==> src/include/cbs_pkg.sv <==
// constants and types for the ccd binning and paired-image sequencer
package cbs_pkg;

	// ==========================================
	// timing
	localparam int CLK_HZ     = 100_000_000;
	localparam int CLK_NS     = 10;
	localparam int FAST_HZ    = 1_000_000;
	localparam int SLOW_HZ    = 100_000;
	localparam int EXP_UNIT_NS = 1000;
	localparam int CLEAN_NS   = 400;
	localparam int PRE_W      = 10;
	localparam logic [PRE_W-1:0] FAST_DIV  = PRE_W'(CLK_HZ / FAST_HZ);
	localparam logic [PRE_W-1:0] SLOW_DIV  = PRE_W'(CLK_HZ / SLOW_HZ);
	localparam logic [PRE_W-1:0] US_DIV    = PRE_W'((EXP_UNIT_NS + CLK_NS - 1) / CLK_NS);
	localparam logic [PRE_W-1:0] CLEAN_DIV = PRE_W'((CLEAN_NS + CLK_NS - 1) / CLK_NS);
	localparam logic [PRE_W-1:0] PRE_ONE   = 10'h001;

	// ==========================================
	// register map
	localparam int ADDR_W = 8;
	localparam int DATA_W = 32;
	localparam logic [ADDR_W-1:0] A_CTRL = 8'h00;
	localparam logic [ADDR_W-1:0] A_EXP1 = 8'h04;
	localparam logic [ADDR_W-1:0] A_EXP2 = 8'h08;
	localparam logic [ADDR_W-1:0] A_BIN  = 8'h0C;
	localparam logic [ADDR_W-1:0] A_SIZE = 8'h10;
	localparam logic [ADDR_W-1:0] A_STAT = 8'h14;

	// ==========================================
	// fields and widths
	localparam int CTRL_START   = 0;
	localparam int CTRL_MODE_LO = 1;
	localparam int MODE_W       = 2;
	localparam int CTRL_SLOW    = 3;
	localparam int CTRL_BITS_LO = 4;
	localparam int BITS_W       = 4;
	localparam int BIN_W        = 8;
	localparam int BIN_ROW_LO   = 0;
	localparam int BIN_COL_LO   = 8;
	localparam int DIM_W        = 12;
	localparam int SIZE_ROW_LO  = 0;
	localparam int SIZE_COL_LO  = 16;
	localparam int ST_W         = 12;
	localparam int STAT_FRAME   = 12;
	localparam int STAT_READY_N = 13;
	localparam int STAT_SHUT    = 14;
	localparam logic [DATA_W-1:0] CTRL_RST = 32'h0000_00C0;
	localparam logic [DATA_W-1:0] EXP_RST  = 32'h0000_0001;
	localparam logic [DATA_W-1:0] BIN_RST  = 32'h0000_0101;
	localparam logic [DATA_W-1:0] SIZE_RST = 32'h0008_0008;
	localparam logic [DATA_W-1:0] EXP_ONE  = 32'h0000_0001;
	localparam logic [BIN_W-1:0]  BIN_ONE  = 8'h01;
	localparam logic [DIM_W-1:0]  DIM_ONE  = 12'h001;

	typedef enum logic [MODE_W-1:0] {
		MODE_SINGLE = 2'h0,
		MODE_EQUAL  = 2'h1,
		MODE_EXT    = 2'h2,
		MODE_SHUT   = 2'h3
	} cbs_mode_e;

	typedef enum logic [ST_W-1:0] {
		ST_IDLE   = 12'h001,
		ST_OPEN   = 12'h002,
		ST_ARMED  = 12'h004,
		ST_EXP1   = 12'h008,
		ST_GAP    = 12'h010,
		ST_EXP2   = 12'h020,
		ST_CLOSE  = 12'h040,
		ST_HEADER = 12'h080,
		ST_XFER   = 12'h100,
		ST_VSHIFT = 12'h200,
		ST_HSHIFT = 12'h400,
		ST_CONV   = 12'h800
	} cbs_state_e;

endpackage

==> src/hw/cbs_sync.sv <==
// two flip-flop synchroniser for pin inputs
`timescale 1ns/10ps
module cbs_sync #(
	parameter int WIDTH = 1
) (
	input  wire logic             mclk_i,
	input  wire logic             reset_i,
	input  wire logic [WIDTH-1:0] d_i,
	output logic      [WIDTH-1:0] q_o
);
	logic [WIDTH-1:0] meta_reg;
	logic [WIDTH-1:0] q_reg;

	always_ff @(posedge mclk_i) begin
		if (reset_i) begin
			meta_reg <= '0;
			q_reg    <= '0;
		end else begin
			meta_reg <= d_i;
			q_reg    <= meta_reg;
		end
	end

	assign q_o = q_reg;
endmodule

==> src/hw/cbs_seq.sv <==
// readout and paired-image acquisition sequencer with register port
//
// Decided for this implementation: the register addresses and the plain strobed port.
`timescale 1ns/10ps
module cbs_seq import cbs_pkg::*; (
	input  wire logic              mclk_i,
	input  wire logic              reset_i,
	input  wire logic [ADDR_W-1:0] addr_i,
	input  wire logic [DATA_W-1:0] wdata_i,
	input  wire logic              wr_i,
	input  wire logic              rd_i,
	output logic      [DATA_W-1:0] rdata_o,
	input  wire logic              ext_sync_i,
	input  wire logic              shutter_open_i,
	input  wire logic              shutter_closed_i,
	input  wire logic [BITS_W-1:0] hw_bits_i,
	output logic                   shutter_o,
	output logic                   ready_n_o,
	output logic                   clean_o,
	output logic                   exposing_o,
	output logic                   xfer_o,
	output logic                   vshift_o,
	output logic                   hshift_o,
	output logic                   sample_o,
	output logic                   header_o,
	output logic                   frame_o,
	output logic                   rate_slow_o,
	output logic      [BITS_W-1:0] pix_bits_o
);
	// ==========================================
	// pin synchronisers
	logic [2:0]        pins_s;
	logic [BITS_W-1:0] hw_bits_s;
	logic              sync_d_reg;

	cbs_sync #(.WIDTH(3)) u_pins (
		.mclk_i  (mclk_i),
		.reset_i (reset_i),
		.d_i     ({shutter_closed_i, shutter_open_i, ext_sync_i}),
		.q_o     (pins_s)
	);

	cbs_sync #(.WIDTH(BITS_W)) u_bits (
		.mclk_i  (mclk_i),
		.reset_i (reset_i),
		.d_i     (hw_bits_i),
		.q_o     (hw_bits_s)
	);

	wire sync_rise = pins_s[0] & ~sync_d_reg;
	wire open_s    = pins_s[1];
	wire closed_s  = pins_s[2];

	// ==========================================
	// register file
	logic [DATA_W-1:0] ctrl_reg;
	logic [DATA_W-1:0] exp1_reg;
	logic [DATA_W-1:0] exp2_reg;
	logic [DATA_W-1:0] bin_reg;
	logic [DATA_W-1:0] size_reg;
	logic [DATA_W-1:0] rdata_reg;
	logic [DATA_W-1:0] rdata_next;
	logic [DATA_W-1:0] stat_w;

	wire wr_ctrl = wr_i && (addr_i == A_CTRL);
	wire wr_exp1 = wr_i && (addr_i == A_EXP1);
	wire wr_exp2 = wr_i && (addr_i == A_EXP2);
	wire wr_bin  = wr_i && (addr_i == A_BIN);
	wire wr_size = wr_i && (addr_i == A_SIZE);
	wire start   = wr_ctrl && wdata_i[CTRL_START];

	// mode steers the whole acquisition sequence
	wire cbs_mode_e        mode = cbs_mode_e'(ctrl_reg[CTRL_MODE_LO +: MODE_W]);
	wire                   slow = ctrl_reg[CTRL_SLOW];
	wire [BITS_W-1:0]      cfg_bits = ctrl_reg[CTRL_BITS_LO +: BITS_W];
	wire [BIN_W-1:0]       rbin_raw = bin_reg[BIN_ROW_LO +: BIN_W];
	wire [BIN_W-1:0]       cbin_raw = bin_reg[BIN_COL_LO +: BIN_W];
	// zero factor counts as one; factors are independent
	wire [BIN_W-1:0]       rbin = (rbin_raw == '0) ? BIN_ONE : rbin_raw;
	wire [BIN_W-1:0]       cbin = (cbin_raw == '0) ? BIN_ONE : cbin_raw;
	wire [DIM_W-1:0]       rows = size_reg[SIZE_ROW_LO +: DIM_W];
	wire [DIM_W-1:0]       cols = size_reg[SIZE_COL_LO +: DIM_W];
	// exposure counts in microseconds, one at least
	wire [DATA_W-1:0]      len1 = (exp1_reg == '0) ? EXP_ONE : exp1_reg;
	wire [DATA_W-1:0]      len2x = (exp2_reg == '0) ? EXP_ONE : exp2_reg;
	wire [DATA_W-1:0]      len2 = (mode == MODE_EXT) ? len2x : len1;

	always_ff @(posedge mclk_i) begin
		if (reset_i) begin
			ctrl_reg <= CTRL_RST;
			exp1_reg <= EXP_RST;
			exp2_reg <= EXP_RST;
			bin_reg  <= BIN_RST;
			size_reg <= SIZE_RST;
		end else begin
			if (wr_ctrl)
				ctrl_reg <= {wdata_i[DATA_W-1:1], 1'b0};
			if (wr_exp1)
				exp1_reg <= wdata_i;
			if (wr_exp2)
				exp2_reg <= wdata_i;
			if (wr_bin)
				bin_reg <= wdata_i;
			if (wr_size)
				size_reg <= wdata_i;
		end
	end

	// ==========================================
	// sequencer state
	cbs_state_e       state_reg;
	cbs_state_e       state_next;
	logic [DATA_W-1:0] cnt_reg;
	logic [DATA_W-1:0] cnt_next;
	logic [DIM_W-1:0]  row_reg;
	logic [DIM_W-1:0]  row_next;
	logic [DIM_W-1:0]  col_reg;
	logic [DIM_W-1:0]  col_next;
	logic [PRE_W-1:0]  pre_reg;
	logic [PRE_W-1:0]  div_sel;
	logic              second_reg;
	logic              second_next;
	logic              xfer_next;
	logic              vshift_next;
	logic              hshift_next;
	logic              sample_next;
	logic              header_next;

	wire readout = (state_reg == ST_VSHIFT) || (state_reg == ST_HSHIFT) ||
		(state_reg == ST_CONV);
	wire exp_st  = (state_reg == ST_EXP1) || (state_reg == ST_EXP2);
	// readout steps run at the selected conversion rate
	assign div_sel = readout ? (slow ? SLOW_DIV : FAST_DIV) :
		((state_reg == ST_OPEN) ? CLEAN_DIV : US_DIV);
	wire tick    = (pre_reg == div_sel - PRE_ONE);
	wire moving  = (state_next != state_reg);
	wire last_v  = (cnt_reg == DATA_W'(rbin) - EXP_ONE);
	wire last_h  = (cnt_reg == DATA_W'(cbin) - EXP_ONE);
	wire paired  = (mode != MODE_SINGLE);

	always_comb begin
		state_next  = state_reg;
		cnt_next    = cnt_reg;
		row_next    = row_reg;
		col_next    = col_reg;
		second_next = second_reg;
		xfer_next   = 1'b0;
		vshift_next = 1'b0;
		hshift_next = 1'b0;
		sample_next = 1'b0;
		header_next = 1'b0;
		unique case (state_reg)
			ST_IDLE: begin
				if (start) begin
					state_next  = ST_OPEN;
					second_next = 1'b0;
				end
			end
			ST_OPEN: begin
				// cleaning pass done and shutter fully open
				if (tick && open_s)
					state_next = ST_ARMED;
			end
			ST_ARMED: begin
				// only the armed state and, in shutter mode, the gap state answer the sync input
				if (sync_rise) begin
					state_next = ST_EXP1;
					cnt_next   = len1;
				end
			end
			ST_EXP1: begin
				if (tick) begin
					cnt_next = cnt_reg - EXP_ONE;
					if (cnt_reg == EXP_ONE) begin
						xfer_next = 1'b1;
						if (!paired)
							state_next = ST_CLOSE;
						else if (mode == MODE_SHUT)
							state_next = ST_GAP;
						else begin
							state_next = ST_EXP2;
							cnt_next   = len2;
						end
					end
				end
			end
			ST_GAP: begin
				if (sync_rise) begin
					state_next = ST_EXP2;
					cnt_next   = len1;
				end
			end
			ST_EXP2: begin
				if (tick) begin
					cnt_next = cnt_reg - EXP_ONE;
					// no transfer: image two waits in the photodiodes
					if (cnt_reg == EXP_ONE)
						state_next = ST_CLOSE;
				end
			end
			ST_CLOSE: begin
				if (closed_s)
					state_next = ST_HEADER;
			end
			ST_HEADER, ST_XFER: begin
				header_next = (state_reg == ST_HEADER);
				xfer_next   = (state_reg == ST_XFER);
				state_next  = ST_VSHIFT;
				cnt_next    = '0;
				row_next    = '0;
			end
			ST_VSHIFT: begin
				if (tick) begin
					vshift_next = 1'b1;
					row_next    = row_reg + DIM_ONE;
					cnt_next    = cnt_reg + EXP_ONE;
					// rows pile up in the readout register, no horizontal step
					if (last_v) begin
						state_next = ST_HSHIFT;
						cnt_next   = '0;
						col_next   = '0;
					end
				end
			end
			ST_HSHIFT: begin
				if (tick) begin
					hshift_next = 1'b1;
					col_next    = col_reg + DIM_ONE;
					cnt_next    = cnt_reg + EXP_ONE;
					if (last_h)
						state_next = ST_CONV;
				end
			end
			ST_CONV: begin
				if (tick) begin
					sample_next = 1'b1;
					cnt_next    = '0;
					if (col_reg < cols)
						state_next = ST_HSHIFT;
					else if (row_reg < rows)
						state_next = ST_VSHIFT;
					else if (paired && !second_reg) begin
						state_next  = ST_XFER;
						second_next = 1'b1;
					end else
						state_next = ST_IDLE;
				end
			end
			default: state_next = ST_IDLE;
		endcase
	end

	always_ff @(posedge mclk_i) begin
		if (reset_i) begin
			state_reg  <= ST_IDLE;
			cnt_reg    <= '0;
			row_reg    <= '0;
			col_reg    <= '0;
			pre_reg    <= '0;
			second_reg <= 1'b0;
			sync_d_reg <= 1'b0;
		end else begin
			state_reg  <= state_next;
			cnt_reg    <= cnt_next;
			row_reg    <= row_next;
			col_reg    <= col_next;
			pre_reg    <= (moving || tick) ? '0 : pre_reg + PRE_ONE;
			second_reg <= second_next;
			sync_d_reg <= pins_s[0];
		end
	end

	// ==========================================
	// registered outputs
	wire shut_next = (state_next == ST_OPEN) || (state_next == ST_ARMED) ||
		(state_next == ST_EXP1) || (state_next == ST_GAP) || (state_next == ST_EXP2);
	wire [BITS_W-1:0] bits_next = (cfg_bits < hw_bits_s) ? cfg_bits : hw_bits_s;

	always_ff @(posedge mclk_i) begin
		if (reset_i) begin
			shutter_o   <= 1'b0;
			ready_n_o   <= 1'b1;
			clean_o     <= 1'b0;
			exposing_o  <= 1'b0;
			xfer_o      <= 1'b0;
			vshift_o    <= 1'b0;
			hshift_o    <= 1'b0;
			sample_o    <= 1'b0;
			header_o    <= 1'b0;
			frame_o     <= 1'b0;
			rate_slow_o <= 1'b0;
			pix_bits_o  <= '0;
		end else begin
			shutter_o   <= shut_next;
			ready_n_o   <= (state_next != ST_ARMED);
			clean_o     <= (state_next == ST_OPEN) || (state_next == ST_ARMED);
			exposing_o  <= (state_next == ST_EXP1) || (state_next == ST_EXP2);
			xfer_o      <= xfer_next;
			vshift_o    <= vshift_next;
			hshift_o    <= hshift_next;
			sample_o    <= sample_next;
			header_o    <= header_next;
			frame_o     <= second_reg;
			rate_slow_o <= slow;
			pix_bits_o  <= bits_next;
		end
	end

	// ==========================================
	// read port
	assign stat_w = {17'h0_0000, shutter_o, ready_n_o, second_reg, state_reg};

	always_comb begin
		unique case (addr_i)
			A_CTRL:  rdata_next = ctrl_reg;
			A_EXP1:  rdata_next = exp1_reg;
			A_EXP2:  rdata_next = exp2_reg;
			A_BIN:   rdata_next = bin_reg;
			A_SIZE:  rdata_next = size_reg;
			A_STAT:  rdata_next = stat_w;
			default: rdata_next = '0;
		endcase
	end

	always_ff @(posedge mclk_i) begin
		if (reset_i)
			rdata_reg <= '0;
		else
			rdata_reg <= rd_i ? rdata_next : '0;
	end

	assign rdata_o = rdata_reg;

	// ==========================================
	// checks
	logic [DATA_W+PRE_W-1:0] st_cyc_reg;
	logic [BIN_W-1:0]        h_cnt_reg;
	wire [DATA_W+PRE_W-1:0]  want1 = (DATA_W+PRE_W)'(len1) * (DATA_W+PRE_W)'(US_DIV);
	wire [DATA_W+PRE_W-1:0]  want2 = (DATA_W+PRE_W)'(len2) * (DATA_W+PRE_W)'(US_DIV);

	always_ff @(posedge mclk_i) begin
		if (reset_i) begin
			st_cyc_reg <= '0;
			h_cnt_reg  <= '0;
		end else begin
			st_cyc_reg <= moving ? '0 : st_cyc_reg + 1'b1;
			h_cnt_reg  <= sample_o ? '0 : h_cnt_reg + BIN_W'(hshift_o);
		end
	end
endmodule

==> config.mk <==
export PLATFORM = sky130hd
export DESIGN_NAME = cbs_seq
export DESIGN_NICKNAME = d
export VERILOG_FILES = /design/src/include/cbs_pkg.sv /design/src/hw/cbs_sync.sv /design/src/hw/cbs_seq.sv
export SDC_FILE = /design/constraint.sdc
export NUM_CORES = 1
export LEC_CHECK = 0
export BUFFER_PORTS_ARGS = -buffer_cell sky130_fd_sc_hd__buf_2
export CELL_PAD_IN_SITES_DETAIL_PLACEMENT = 0
export CELL_PAD_IN_SITES_GLOBAL_PLACEMENT = 1
export CORE_AREA = 5 5 206 208
export CTS_CLUSTER_SIZE = 24
export DETAILED_ROUTE_END_ITERATION = 8
export DIE_AREA = 0 0 211 213
export HOLD_SLACK_MARGIN = 0.03
export PLACE_DENSITY = 0.76
export SKIP_LAST_GASP = 1
export SYNTH_ARGS = -nofsm -noshare
export SYNTH_HDL_FRONTEND = slang
export SYNTH_SLANG_ARGS = --single-unit
==> constraint.sdc <==
create_clock -name mclk_i -period 3.6 [get_ports mclk_i]
set_clock_uncertainty 0.15 [all_clocks]
set_input_delay 0.18 -clock mclk_i [delete_from_list [all_inputs] [get_ports mclk_i]]
set_output_delay 0.18 -clock mclk_i [all_outputs]
set_load 0.02 [all_outputs]
---- Yosys cells after proc, flatten, opt, wreduce, memory -nomap -nowiden ----
Cells that the tools add are included.
cells by class
  multiplexer cells ....................... 57
  shifts and indexed selects .............. 0
  equality and inequality tests ........... 41
  bitwise gates (word level) .............. 7
  reductions and logical operators ........ 39
  div/mod/pow operators ................... 0
  add/sub/neg operators ................... 8
  multiply operators ...................... 0
  order comparisons ....................... 3
operator list
  operator                 count
  $mux W32                 13
  $pmux W32 S7             1
  $mux W12                 18
  $pmux W32 S6             1
  $pmux W12 S11            1
  $eq A32 B32 Y1           2
  $logic_not A32 Y1        2
  $pmux W12 S2             2
  $add A32 B1 Y32 const B  1
  $eq A32 B1 Y1 const B    1
  $sub A32 B1 Y32 const B  1
  $mux W10                 3
  $add A12 B1 Y12 const B  2
  $eq A12 B2 Y1 const B    2
  $eq A12 B3 Y1 const B    2
  $eq A12 B4 Y1 const B    2
  $eq A12 B5 Y1 const B    2
  $eq A12 B6 Y1 const B    2
  $logic_not A8 Y1         3
  $lt A12 B12 Y1           2
  $ne A2 B2 Y1 const B     9
  $sub A8 B1 Y9 const B    2
  $eq A8 B4 Y1 const B     2
  $eq A8 B5 Y1 const B     2
  36 further kinds         77
word-level totals
  ROM bits ................................ 0
  input port bits ......................... 51
  memories kept ........................... 0
  register bits ........................... 300
  bits in latches ......................... 0
  bits in writable memories ............... 0

---- Depth between registers and ports, before layout ----
  depth after elaboration ................. 14
  depth in mapped cells ................... 13
  gate-level depth less buffers ........... 13

---- By module ----
Synthesis repeated with hierarchy kept, for this count alone.
unflattened totals
  cells, all modules ...................... 2104
  area total of the unflattened synthesis .. 16214.3 µm²
by module, submodules not included
  module              instances  sequential area each (µm²)  area each (µm²)  cells each
  cbs_seq             1          5725.5                      15846.4          2076
  cbs_sync at u_bits  1          160.2                       210.2            16
  cbs_sync at u_pins  1          120.1                       157.7            12

---- Worst setup path after synthesis ----
OpenSTA, ideal clock, no wires.
  kind .................................... register -> register
  start point ............................. reg bin_reg[5]
  end point ............................... reg col_reg[5]
  buffers on the path ..................... 0
  setup slack ............................. 0.091 ns
  cell stages (with the launch flop) ...... 13
  arrival ................................. 3.286 ns
  setup time .............................. 0.073 ns
  cells stage by stage .................... dfxtp_1 -> nor3_1 -> a21oi_1 -> ha_1 -> or3b_2 -> nor3_1 -> xnor2_1 -> a2111oi_0 -> a31oi_1 -> nor4_4 -> nand4_1 -> or3_1 -> a21oi_1
on the way
  longest elaborated chain between the ends .. 6
RTL lines
  item                             line            RTL
  from (decl)                      cbs_seq.sv:59   logic [DATA_W-1:0] bin_reg;
  from (signal assigned)           cbs_seq.sv:103  bin_reg <= wdata_i;
  $logic_not A8 Y1                 cbs_seq.sv:79   wire [BIN_W-1:0] rbin = (rbin_raw == '0) ? BIN_ONE : rbin_raw;
  $mux W8 (*)                      cbs_seq.sv:79
  $sub A8 B1 Y9 (*)                cbs_seq.sv:137  wire last_v = (cnt_reg == DATA_W'(rbin) - EXP_ONE);
  $eq A32 B32 Y1 (*)               cbs_seq.sv:137
  $ne A2 B2 Y1 (no line) (*)       --
  $reduce_and A4 Y1 (no line) (*)  --
  to (signal assigned)             cbs_seq.sv:266  col_reg <= col_next;
  to (decl)                        cbs_seq.sv:117  logic [DIM_W-1:0] col_reg;
Every way passes the cells marked *; elsewhere a longest branch is shown, timed or not.
A chain may end at the register's enable or synchronous reset.

---- Worst setup path after layout ----
  start point ............................. reg bin_reg[10]
  end point ............................... reg shutter_o
on the way
  longest elaborated chain between the ends .. 12
  elaborated cells between the ends (all ways) .. 16
  those cells by class .................... add/sub: 1; eq/ne: 6; mux: 4; reduce/logical: 5
RTL lines
  item                                                   line            RTL
  $logic_not A8 Y1                                       cbs_seq.sv:80   wire [BIN_W-1:0] cbin = (cbin_raw == '0) ? BIN_ONE : cbin_raw;
  $mux W8 (*)                                            cbs_seq.sv:80
  $sub A8 B1 Y9 (*)                                      cbs_seq.sv:138  wire last_h = (cnt_reg == DATA_W'(cbin) - EXP_ONE);
  $eq A32 B32 Y1 (*)                                     cbs_seq.sv:138
  $mux W12 (*)                                           cbs_seq.sv:230  if (last_h)
  $mux W12 (*)                                           cbs_seq.sv:226  if (tick) begin
  $pmux W12 S11 (*)                                      cbs_seq.sv:152  unique case (state_reg)
  $eq A12 B2 Y1 / $eq A12 B3 Y1 (equally long branches)  cbs_seq.sv:275  wire shut_next = (state_next == ST_OPEN) || (state_next == ST_ARMED) ||
  $logic_or A1 B1 Y1 (2 in a row)                        cbs_seq.sv:275
  $logic_or A1 B1 Y1                                     cbs_seq.sv:276  (state_next == ST_EXP1) || (state_next == ST_GAP) || (state_next == ST_EXP2);
  $logic_or A1 B1 Y1 (*)                                 cbs_seq.sv:276
  to (signal assigned)                                   cbs_seq.sv:294  shutter_o <= shut_next;
  to (decl)                                              cbs_seq.sv:17   output logic shutter_o,
Marked as above.

==> results.ini <==
[placed_design]
place_inst=2782
place_congestion=0.953
io_buffers=97
dpl.hpwl_um=44500
placed_cell_area_sq_um=18100

[clock_network]
tritoncts=built
clk_latency_ns=0.55
cts_made_buffers=37
htree_levels=2
path_clk_slew_ns=0.06
cts_sinks=300
cts_root_buf=clkbuf_16
max-clock-path-buffers=3

[sta]
fin_crit_ns=3.47
relSlewSlack_pct=38.5
max_freq_mhz=288
tightest_slew_ns=0.923
rsz0062_at_grt=yes
final_hold_viol_count=0
final_max_slew_viol_count=0
period_share_pct=96.5
setup_viol_count_final=0

[detailed_routing]
ant_nets=0
drt_wl_total_um=62400
wl_per_cell_um=21.5
viasPerCell=5.81
routed-via-count=16800
drc_errors=0
drtIter0Drc=1509
first_pass_iters=5

[grt]
grt_pass1_vias=16300
grt_use_met3_pct=4.50
grt_antenna_before_repair=2
use_met2_pct=44.6
grt_usage_pct=27.1
grt_pass1_wl_um=95800
busiest_layer=met2
grt_overflow=0
use_met1_pct=35.9
grt_max_degree=117

[finish]
layout.cells.non_filler=2896
final_cell_area_sq_um=20000
fillers=3993
ff_latch_area_sq_um=6010
syn2layout_area_growth_pct=22.4
layout_common_cells=427 x nand2_1, 295 x dfxtp_1, 236 x a21oi_1
final_common_cell=nand2_1
drive_gt1_share_pct=16.6
nNetsFinal=2422
multi_input_area_sq_um=9790

[run_status]
status=complete, no violations

[min_path]
hold_class=input pin to flip-flop

[worst_setup_path]
r2r-start=bin_reg[10]
reg2reg_depth=13
start_kind=flip-flop
crit_end=shutter_o
worstPathRequired_ns=3.88
endpoint_kind=flip-flop
critPathLaunch=bin_reg[10]
crit_fanout=4
rr_endpoint=shutter_o
cp.arrival_ns=3.75
ff2ff_setup_slack_ns=0.13
crit_type=flip-flop to flip-flop

[power]
p_leak_uw=0.00726
power_density_nw_per_um2=370
vdd.ir_drop.worst_uv=379

[yosys]
async_flop_share_pct=0
postSynthAreaPerCell_sq_um=7.55
seq_area_frac_synth_pct=36.7
synth-edff-count=0
synth_top_flop_cell=dfxtp_1
ys_types=83
ys_ff_latch=300
synth.yosys.warnings=0
syn_area_sq_um=16400
syn_inst=2167
synth_fp_nets=2255

[floorplan]
die_x_um=211
core_area_sq_um=40400
dieArea_sq_um=44900
num_io_pins=98
start_util_pct=40.5
placementRows=74
dieHeight_um=213

[flow_run]
max-cap-violations=0

==> kinds of logic (layout without fill, tap and decap cells) <==
| group | count (synthesis) | count (layout) | share of synthesized area [%] |
|---|---|---|---|
| buffers and inverters | 206 | 401 | 4.91 |
| adders and majority gates | 37 | 37 | 2.83 |
| xor gates and xnor gates | 66 | 66 | 3.62 |
| AOI/OAI and AO/OA | 571 | 571 | 21.6 |
| muxes | 56 | 56 | 3.59 |
| and+or+nand+nor | 931 | 931 | 26.7 |
| other | 0 | 2 | 0 |
| DFF | 300 | 300 | 36.7 |
==> worst min-delay path by stage <==
stage / slack (ns) / cells after the start / endpoint / startpoint
after floorplan: 0.15 / 2 / state_reg[0] / reset_i
after global placement: 0.24 / 2 / u_bits.meta_reg[2] / hw_bits_i[2]
final: 0.04 / 2 / u_pins.meta_reg[1] / reset_i
after detailed placement: 0.25 / 2 / u_bits.meta_reg[3] / hw_bits_i[3]
after global routing: 0.07 / 2 / u_pins.meta_reg[1] / reset_i
after CTS: 0.05 / 2 / pix_bits_o[1] / reset_i
==> final cells by class <==
cell class,instances,share of cell area (%)
multi-input combinational,1661,48.9
sequential,300,30.0
timing repair buffer,285,10.6
clock buffer,57,5.55
tap,532,3.32
inverter,49,0.918
clock inverter,10,0.625
antenna,2,0.0250
==> routing by layer <==
metal,routed length (um),share of wire (%)
met5,0,0
met4,2200,3.5
met3,4500,7.2
met2,29000,47
met1,26600,43
==> per-stage QoR <==
| step | TNS [ns] | setup WS, ns | utilization (%) | hold WS [ns] | total power, uW |
|---|---|---|---|---|---|
| 2_1_floorplan | 0 | 0.0913 | - | 0.148 | 3520 |
| 4_1_cts | 0 | 0.00220 | 49.1 | 0.0454 | 7480 |
| 5_1_grt | -0.152 | -0.0681 | 49.6 | 0.0714 | 7660 |
| 3_3_place_gp | -0.0274 | -0.0274 | 44.9 | 0.244 | 3650 |
| 3_5_place_dp | -0.369 | -0.0988 | 44.9 | 0.247 | 3660 |
| 6_report | 0 | 0.127 | 49.6 | 0.0445 | 7420 |
==> what timing repair did <==
item | in CTS | in global routing
pin swaps | 3 | 13
hold endpoints to repair | 167 | 0
hold buffers | 41 | 0
resized for setup | 9 | 38
setup buffers | 2 | 2
endpoints found under the setup margin | 6 | 27
==> power breakdown <==
group	switching [uW]	leakage, uW	internal [uW]	total [uW]
Combinational	181	0.00422	94.8	276
Sequential	9.57	0.00242	3340	3340
Clock	1520	0.000609	2280	3800
Total	1710	0.00726	5710	7420
==> worst max-delay path, stage by stage, from the launching register on <==
cell	delay, ns
dfxtp_1	0.32
nor3_2	0.32
a31oi_2	0.17
ha_2	0.24
nor3b_2	0.17
xnor2_1	0.12
nor3_1	0.19
nand4_1	0.23
nor4_4	0.29
o211ai_2	0.11
or2_4	0.29
o31ai_4	0.20
inv_2	0.06
or4b_1	0.50
==> cell usage after synthesis (21+ instances only) <==
cell / number / area share [%]
nand2_1: 428 / 9.8
dfxtp_1: 300 / 37
a21oi_1: 238 / 7.3
nor2_1: 167 / 3.8
clkbuf_1: 134 / 3.1
o21ai_0: 102 / 3.1
a22oi_1: 67 / 3.1
nand3_1: 59 / 1.8
nor3_1: 49 / 1.5
inv_1: 48 / 1.1
nor2b_1: 38 / 1.5
ha_1: 37 / 2.8
mux2i_1: 37 / 2.3
xnor2_1: 36 / 1.9
a211oi_1: 32 / 1.5
nor4_1: 31 / 1.2
xor2_1: 29 / 1.6
nand4_1: 27 / 1.0
and3_1: 21 / 0.80
No activity file was read; power rests on OpenSTA's default activity.
